===== src/design/wdt_pkg.sv =====
// Constants, types and period tables for the supervisor watchdog
package wdt_pkg;
  localparam logic [7:0] MODE_OFS = 8'h73;
  localparam logic [7:0] CTRL_OFS = 8'h75;
  localparam logic [7:0] TIMING_OFS = 8'h76;
  localparam logic [7:0] STATUS_OFS = 8'h77;
  localparam int MODE_INDEP_BIT = 4;
  localparam int CTRL_KICK_BIT = 5;
  localparam int STATUS_FLAG_BIT = 0;
  localparam logic [7:0] MODE_RST = 8'h00;
  localparam logic [7:0] TIMING_RST = 8'h00;
  localparam int CLK_PERIOD_NS = 50;
  localparam int US_NS = 1000;
  localparam int US_CYC = (US_NS + CLK_PERIOD_NS - 1) / CLK_PERIOD_NS;
  localparam int US_PER_MS = 1000;
  localparam int EXPIRY_PULSE_NS = 1000;
  localparam int EXPIRY_PULSE_CYC = (EXPIRY_PULSE_NS + CLK_PERIOD_NS - 1) / CLK_PERIOD_NS;

  typedef struct packed {
    logic rst_out_en;
    logic [2:0] grace;
    logic [3:0] timeout;
  } timing_cfg_t;

  typedef enum logic [3:0] {
    ST_HOLD = 4'h1,
    ST_GRACE = 4'h2,
    ST_RUN = 4'h4,
    ST_EXPIRED = 4'h8
  } wdt_state_t;

  function automatic logic [18:0] grace_ms(input logic [2:0] code);
    case (code)
      3'h1: grace_ms = 19'd30000;
      3'h2: grace_ms = 19'd40000;
      3'h3: grace_ms = 19'd80000;
      3'h4: grace_ms = 19'd120000;
      3'h5: grace_ms = 19'd160000;
      3'h6: grace_ms = 19'd220000;
      3'h7: grace_ms = 19'd300000;
      default: grace_ms = 19'd0;
    endcase
  endfunction

  function automatic logic [18:0] timeout_ms(input logic [3:0] code);
    case (code)
      4'h1: timeout_ms = 19'd1;
      4'h2: timeout_ms = 19'd2;
      4'h3: timeout_ms = 19'd4;
      4'h4: timeout_ms = 19'd8;
      4'h5: timeout_ms = 19'd14;
      4'h6: timeout_ms = 19'd27;
      4'h7: timeout_ms = 19'd50;
      4'h8: timeout_ms = 19'd100;
      4'h9: timeout_ms = 19'd200;
      4'hA: timeout_ms = 19'd400;
      4'hB: timeout_ms = 19'd750;
      4'hC: timeout_ms = 19'd1400;
      4'hD: timeout_ms = 19'd2700;
      4'hE: timeout_ms = 19'd5000;
      4'hF: timeout_ms = 19'd10000;
      default: timeout_ms = 19'd0;
    endcase
  endfunction

  function automatic logic [19:0] restart_pulse_us(input logic [3:0] code);
    case (code)
      4'h0: restart_pulse_us = 20'd25;
      4'h1: restart_pulse_us = 20'd1500;
      4'h2: restart_pulse_us = 20'd2500;
      4'h3: restart_pulse_us = 20'd4000;
      4'h4: restart_pulse_us = 20'd6000;
      4'h5: restart_pulse_us = 20'd10000;
      4'h6: restart_pulse_us = 20'd15000;
      4'h7: restart_pulse_us = 20'd25000;
      4'h8: restart_pulse_us = 20'd40000;
      4'h9: restart_pulse_us = 20'd60000;
      4'hA: restart_pulse_us = 20'd100000;
      4'hB: restart_pulse_us = 20'd150000;
      4'hC: restart_pulse_us = 20'd250000;
      4'hD: restart_pulse_us = 20'd400000;
      4'hE: restart_pulse_us = 20'd600000;
      default: restart_pulse_us = 20'd1000000;
    endcase
  endfunction
endpackage


===== src/design/supervisor_watchdog_timer.sv =====
// Processor-activity watchdog of the voltage supervisor
`timescale 1ns/10ps
module supervisor_watchdog_timer (
  input wire logic mclk, // 20 MHz device clock
  input wire logic rst_b, // Power-on/boot reset
  input wire logic general_pin_four, // Raw pin level
  input wire logic pin_four_is_kick, // Pin set to kick function
  input wire logic monitor_enable_in, // Raw enable pin level
  input wire logic manual_restart_input_b, // Raw manual restart pin, low active
  input wire logic boot_done, // Boot phase finished
  input wire logic soft_reboot, // Software reboot pulse
  input wire logic other_reset_active, // Supervisor reset from other causes
  input wire logic [3:0] restart_pulse_code, // Restart pulse period code
  input wire logic [7:0] reg_addr, // Register address
  input wire logic [7:0] reg_wdata, // Register write data
  input wire logic reg_wr, // Register write strobe
  output logic [7:0] reg_rdata, // Register read data
  output logic watchdog_expiry_output_b, // Expiry, low active
  output logic watchdog_reset_out, // Watchdog request on supervisor reset
  output logic watchdog_caused_restart_flag // Restart cause flag
);

  logic [2:0] kick_sync_ff;
  logic [1:0] en_sync_ff;
  logic [1:0] mr_sync_ff;
  logic [7:0] mode_ff;
  wdt_pkg::timing_cfg_t timing_ff;
  logic soft_kick_ff;
  logic flag_ff;
  logic [7:0] rdata_ff;
  logic [4:0] us_div_ff;
  logic us_tick;
  logic [9:0] ms_div_ff;
  logic ms_tick;
  wdt_pkg::wdt_state_t state_ff;
  wdt_pkg::wdt_state_t nxt_state;
  logic [18:0] cnt_ff;
  logic [18:0] nxt_cnt;
  logic wdo_b_ff;
  logic wd_rst_ff;
  logic [19:0] rst_us_ff;
  logic [4:0] pulse_ff;
  logic independent;
  logic kick_edge;
  logic kick;
  logic held;
  logic expire;
  logic rst_start;
  logic ctrl_wr;
  logic status_wr;

  // Pin synchronisers
  always_ff @(posedge mclk or negedge rst_b) begin
    if (!rst_b) begin
      kick_sync_ff <= 3'h0;
      en_sync_ff <= 2'h0;
      mr_sync_ff <= 2'h3;
    end else begin
      kick_sync_ff <= {kick_sync_ff[1:0], general_pin_four};
      en_sync_ff <= {en_sync_ff[0], monitor_enable_in};
      mr_sync_ff <= {mr_sync_ff[0], manual_restart_input_b};
    end
  end

  // Either edge of the pin, only when the pin carries the kick function
  assign kick_edge = pin_four_is_kick && (kick_sync_ff[2] != kick_sync_ff[1]);
  assign kick = kick_edge || soft_kick_ff;

  assign independent = mode_ff[wdt_pkg::MODE_INDEP_BIT];
  assign ctrl_wr = reg_wr && (reg_addr == wdt_pkg::CTRL_OFS);
  assign status_wr = reg_wr && (reg_addr == wdt_pkg::STATUS_OFS);

  // Register writes
  always_ff @(posedge mclk or negedge rst_b) begin
    if (!rst_b) begin
      mode_ff <= wdt_pkg::MODE_RST;
      timing_ff <= wdt_pkg::TIMING_RST;
    end else if (reg_wr) begin
      if (reg_addr == wdt_pkg::MODE_OFS) begin
        mode_ff <= reg_wdata;
      end
      if (reg_addr == wdt_pkg::TIMING_OFS) begin
        timing_ff <= reg_wdata;
      end
    end
  end

  // Self-clearing kick bit
  always_ff @(posedge mclk or negedge rst_b) begin
    if (!rst_b) begin
      soft_kick_ff <= 1'b0;
    end else begin
      soft_kick_ff <= ctrl_wr && reg_wdata[wdt_pkg::CTRL_KICK_BIT];
    end
  end

  // Restart flag, write one clears, setting wins
  always_ff @(posedge mclk or negedge rst_b) begin
    if (!rst_b) begin
      flag_ff <= 1'b0;
    end else if (rst_start) begin
      flag_ff <= 1'b1;
    end else if (status_wr && reg_wdata[wdt_pkg::STATUS_FLAG_BIT]) begin
      flag_ff <= 1'b0;
    end
  end

  // Registered read data
  always_ff @(posedge mclk or negedge rst_b) begin
    if (!rst_b) begin
      rdata_ff <= 8'h00;
    end else begin
      case (reg_addr)
        wdt_pkg::MODE_OFS: rdata_ff <= mode_ff;
        wdt_pkg::TIMING_OFS: rdata_ff <= timing_ff;
        wdt_pkg::STATUS_OFS: rdata_ff <= {7'h00, flag_ff};
        default: rdata_ff <= 8'h00;
      endcase
    end
  end

  // Free-running microsecond and millisecond prescaler
  assign us_tick = (us_div_ff == 5'(wdt_pkg::US_CYC - 1));
  assign ms_tick = us_tick && (ms_div_ff == 10'(wdt_pkg::US_PER_MS - 1));

  always_ff @(posedge mclk or negedge rst_b) begin
    if (!rst_b) begin
      us_div_ff <= 5'h00;
      ms_div_ff <= 10'h000;
    end else begin
      us_div_ff <= us_tick ? 5'h00 : us_div_ff + 5'h01;
      if (ms_tick) begin
        ms_div_ff <= 10'h000;
      end else if (us_tick) begin
        ms_div_ff <= ms_div_ff + 10'h001;
      end
    end
  end

  // Conditions that keep the watchdog cleared
  always_comb begin
    if (independent) begin
      held = !boot_done || wd_rst_ff || soft_reboot;
    end else begin
      held = !en_sync_ff[1] || other_reset_active || wd_rst_ff
             || !mr_sync_ff[1] || soft_reboot;
    end
  end

  // Supervision sequence
  always_comb begin
    nxt_state = state_ff;
    nxt_cnt = cnt_ff;
    expire = 1'b0;
    if (held || (timing_ff.timeout == 4'h0)) begin
      nxt_state = wdt_pkg::ST_HOLD;
      nxt_cnt = 19'h00000;
    end else begin
      case (state_ff)
        wdt_pkg::ST_HOLD: begin
          nxt_cnt = 19'h00000;
          if (timing_ff.grace != 3'h0) begin
            nxt_state = wdt_pkg::ST_GRACE;
          end else begin
            nxt_state = wdt_pkg::ST_RUN;
          end
        end
        wdt_pkg::ST_GRACE: begin
          if (kick) begin
            nxt_state = wdt_pkg::ST_RUN;
            nxt_cnt = 19'h00000;
          end else if (ms_tick) begin
            if (cnt_ff >= wdt_pkg::grace_ms(timing_ff.grace)) begin
              expire = 1'b1;
              nxt_state = wdt_pkg::ST_EXPIRED;
            end else begin
              nxt_cnt = cnt_ff + 19'h00001;
            end
          end
        end
        wdt_pkg::ST_RUN: begin
          if (kick) begin
            nxt_cnt = 19'h00000;
          end else if (ms_tick) begin
            if (cnt_ff >= wdt_pkg::timeout_ms(timing_ff.timeout)) begin
              expire = 1'b1;
              nxt_state = wdt_pkg::ST_EXPIRED;
            end else begin
              nxt_cnt = cnt_ff + 19'h00001;
            end
          end
        end
        wdt_pkg::ST_EXPIRED: begin
          if (kick) begin
            nxt_state = wdt_pkg::ST_RUN;
            nxt_cnt = 19'h00000;
          end
        end
        default: begin
          nxt_state = wdt_pkg::ST_HOLD;
          nxt_cnt = 19'h00000;
        end
      endcase
    end
  end

  always_ff @(posedge mclk or negedge rst_b) begin
    if (!rst_b) begin
      state_ff <= wdt_pkg::ST_HOLD;
      cnt_ff <= 19'h00000;
    end else begin
      state_ff <= nxt_state;
      cnt_ff <= nxt_cnt;
    end
  end

  assign rst_start = expire && timing_ff.rst_out_en;

  // Watchdog reset request for the restart pulse period
  always_ff @(posedge mclk or negedge rst_b) begin
    if (!rst_b) begin
      wd_rst_ff <= 1'b0;
      rst_us_ff <= 20'h00000;
    end else if (rst_start) begin
      wd_rst_ff <= 1'b1;
      rst_us_ff <= wdt_pkg::restart_pulse_us(restart_pulse_code);
    end else if (wd_rst_ff && us_tick) begin
      // Release only after a full period, never early
      if (rst_us_ff == 20'h00000) begin
        wd_rst_ff <= 1'b0;
      end else begin
        rst_us_ff <= rst_us_ff - 20'h00001;
      end
    end
  end

  // Short expiry pulse that starts with a watchdog reset
  always_ff @(posedge mclk or negedge rst_b) begin
    if (!rst_b) begin
      pulse_ff <= 5'h00;
    end else if (rst_start) begin
      pulse_ff <= 5'(wdt_pkg::EXPIRY_PULSE_CYC);
    end else if (pulse_ff != 5'h00) begin
      pulse_ff <= pulse_ff - 5'h01;
    end
  end

  // Expiry output, low from expiry until a kick or hold; only a short pulse when the expiry starts a watchdog reset
  always_ff @(posedge mclk or negedge rst_b) begin
    if (!rst_b) begin
      wdo_b_ff <= 1'b1;
    end else if (expire) begin
      wdo_b_ff <= 1'b0;
    end else if (pulse_ff != 5'h00) begin
      wdo_b_ff <= (pulse_ff == 5'h01) ? 1'b1 : wdo_b_ff;
    end else if (kick || held) begin
      wdo_b_ff <= 1'b1;
    end
  end

  assign reg_rdata = rdata_ff;
  assign watchdog_expiry_output_b = wdo_b_ff;
  assign watchdog_reset_out = wd_rst_ff;
  assign watchdog_caused_restart_flag = flag_ff;

endmodule


===== config.mk =====
export PLATFORM = sky130hd
export DESIGN_NAME = supervisor_watchdog_timer
export DESIGN_NICKNAME = d
export VERILOG_FILES = /design/src/design/wdt_pkg.sv /design/src/design/supervisor_watchdog_timer.sv
export SDC_FILE = /design/constraint.sdc
export NUM_CORES = 1
export LEC_CHECK = 0
export BUFFER_PORTS_ARGS = -buffer_cell sky130_fd_sc_hd__buf_2
export CELL_PAD_IN_SITES_DETAIL_PLACEMENT = 1
export CELL_PAD_IN_SITES_GLOBAL_PLACEMENT = 1
export CORE_MARGIN = 4
export CORE_UTILIZATION = 48
export DETAILED_ROUTE_END_ITERATION = 6
export PLACE_DENSITY = 0.81
export SYNTH_ARGS = -nofsm -noshare
export SYNTH_HDL_FRONTEND = slang
export SYNTH_SLANG_ARGS = --single-unit

===== constraint.sdc =====
create_clock -name mclk -period 3.75 [get_ports mclk]
set_input_delay 0.1875 -clock mclk [delete_from_list [all_inputs] [get_ports mclk]]
set_output_delay 0.1875 -clock mclk [all_outputs]
set_load 0.05 [all_outputs]

==> out/results.txt <==
Yosys cell types - 67
First-pass GRT wire length - 28300 um
WP data required - 3990 ps
Outcome - finished with violations
Post-synth top area cell - dfrtp_1
Std-Cell Rows - 41
Post-Route Setup TNS - 0 ps
Power per cell area - 309 nW/um2
Family with the most delay on the worst path - compound AO/OA/AOI/OAI gates
Slew of the pin with the lowest slew margin - 1010 ps
Via density - 6.02
Critical Path Stages - 14
VDD IR max - 0.246 mV
Crit path DAT - 3750 ps
RSZ-0062 raised after global routing - false
CORE AREA - 12800 um2
Final Hold Fails - 1
Initial DRC Count - 349
Skew-Pair Late Insertion Delay - 350 ps
Largest net degree at the start of global routing - 79
Critical setup path kind - reg2reg
CP Cell Sequence - inv_1 -> ha_1 -> nand2b_1 -> o21ai_0 -> a22oi_1 -> ha_1 -> a21oi_1 -> o21ai_0 -> a21oi_1 -> o31ai_4 -> a211o_1 -> buf_4 -> o2bb2ai_1 -> a32o_1
Die X - 123 um
Antenna Nets Post-Route - 0
Failing checks - negative hold slack
Dpl ws - 261 ps
Final setup viols - 0
H-tree Lvls - 3
Initial antenna violation count - 0
Total track usage - 23.2%
Worst hold slack - -2.32 ps
CP bufs+invs - 2
Initial core utilization - 49.9%
PortBufs - 40
Crit-path slowest cell - dfrtp_1
WL final - 16500 um
Peak per-stage delay on the critical path - 450 ps
Root Buffer - clkbuf_16
Post-DP HPWL - 12100 um
Fin nets - 813
Mapped Area - 6400 um2
Commonest non-fill, non-tap cell in the layout - dfrtp_1
Post-synth EDFFs - 0
Clock-pin slew on the worst setup and hold paths - 70 ps
Vias in the first global route - 5681
Slew HR - 32.6%
Seq/Total Area, Yosys - 38.4%
Startpoint types - flop
DRT Pass-1 Iters - 5
Synth Register Bits - 98
Commonest non-fill, non-tap cells in the layout - 94 x dfrtp_1, 64 x nand2_1, 64 x nor2_1, 54 x a21oi_1, 51 x ha_1
Placer Congestion - 0.835
# IOs - 41
DRC - 0
Max-cap violations - 0
Area growth syn-to-layout - 10.7%
Die H - 123 um
Mapped Nets - 781
Grt total ovfl - 0
Final Critical Period - 3510 ps
Synth warn - 0
Share of the synthesized area in the top cell type - 36.8%
Leading post-synthesis cells by cell area - dfrtp_1 37%, ha_1 10%, a21oi_1 4.2%, nand2_1 3.8%, nor2_1 3.8%
Die ar. - 15200 um2
Leak - 3.05 nW
HP Class - in2async
Setup WS post-layout - 238 ps
Max Freq - 0.285 GHz
CTS Buf Count - 9
Clock Skew - 8.60 ps
CP max FO - 12
Cells after Synth - 700
Ys async rst share - 100%
Avg Inst Size Synth - 9.14 um2
Share of post-route cells with drive strength above 1 - 13.7%
CTS Buffer Depth - 2
Top_reg_cell synth - dfrtp_1
Sink Count - 98
Setup Fix Bufs, Post-CTS - 0
Final worst-path cycle share - 93.7%
Routed vias - 5467
Wire per inst - 18.2 um
Kind of end point of the critical path - flop
Fin. max-slew vios - 0
Ant. Diodes - 0
R2R depth - 14
CTS tree - yes
[stage by stage]
step	hold WS (ps)	std cells	power (mW)	area [um2]	util (%)
detailed placement	298	890	1.32	6770	52.8
finish	-2.32	908	2.19	7080	55.2
global route	89.4	908	2.27	7080	55.2
floorplan	-108	700	1.24	6400	-
global placement	294	890	1.31	6770	52.8
CTS	52.3	908	2.21	7070	55.1
[power by group]
part           total, mW  switching [mW]  leakage, nW  internal, mW
Combinational      0.219           0.135         1.69        0.0844
Clock              0.881           0.398        0.136         0.484
Sequential          1.09          0.0179         1.22          1.07
[final timing paths]
| kind | start | to | slack [ps] |
|---|---|---|---|
| worst max register to register | timing_ff[1] | cnt_ff[11] | 240 |
| min in group mclk | reg_wdata[1] | timing_ff[1] | 70 |
| worst max-delay path | timing_ff[1] | cnt_ff[11] | 240 |
| max in group asynchronous | rst_b | mr_sync_ff[1] | 2830 |
| worst min-delay path | rst_b | cnt_ff[5] | -2 |
| worst min register to register | kick_sync_ff[0] | kick_sync_ff[1] | 350 |
[layout make-up]
class / instances / area (um2)
sequential: 98 / 2460
multi-input combinational: 543 / 3720
fill: 1527 / 5740
timing repair buffer: 54 / 315
clock buffer: 13 / 260
clock inverter: 2 / 13.8
tap: 172 / 215
inverter: 26 / 97.6
[Yosys cell counts, drive strengths merged, types with 13 or more instances]
master	instances
nor2	64
nand2	64
xor2	13
inv	26
nor3	13
clkbuf	21
nand3	24
mux2i	13
xnor2	16
ha	51
a22oi	14
and3	15
dfrtp	94
a21oi	54
a31oi	14
mux2	18
o21ai	33
[flip-flops by register name, summed over array words and instances (netlist names), 5 cells and up]
signal     count
cnt_ff        19
pulse_ff       5
ms_div_ff     10
mode_ff        8
us_div_ff      5
rst_us_ff     20
timing_ff      8
reg_rdata      8
[logic make-up after synthesis]
group / after synthesis / synth area share, %
simple gates: 255 / 20.4
fa+ha+maj: 51 / 9.97
compound gates: 177 / 18.2
mux: 31 / 5.20
xor+xnor: 29 / 3.97
flops: 98 / 38.4
buf+inv: 59 / 3.85
[routing by layer]
layer,track usage (%),wire (um),vias up
met2,38.2,7850,93
met1,31.8,7920,2754
met4,7.40,286,0
met3,2.93,465,18
met5,0,0,-
li1,-,-,2602
[timing repair]
action | in CTS | in global routing
hold buffers | 3 | 0
gates resized for setup | 0 | 1
hold endpoints to repair | 3 | 0
endpoints found under the setup margin | 0 | 1
Note: power is estimated with default switching activity, not from simulation.
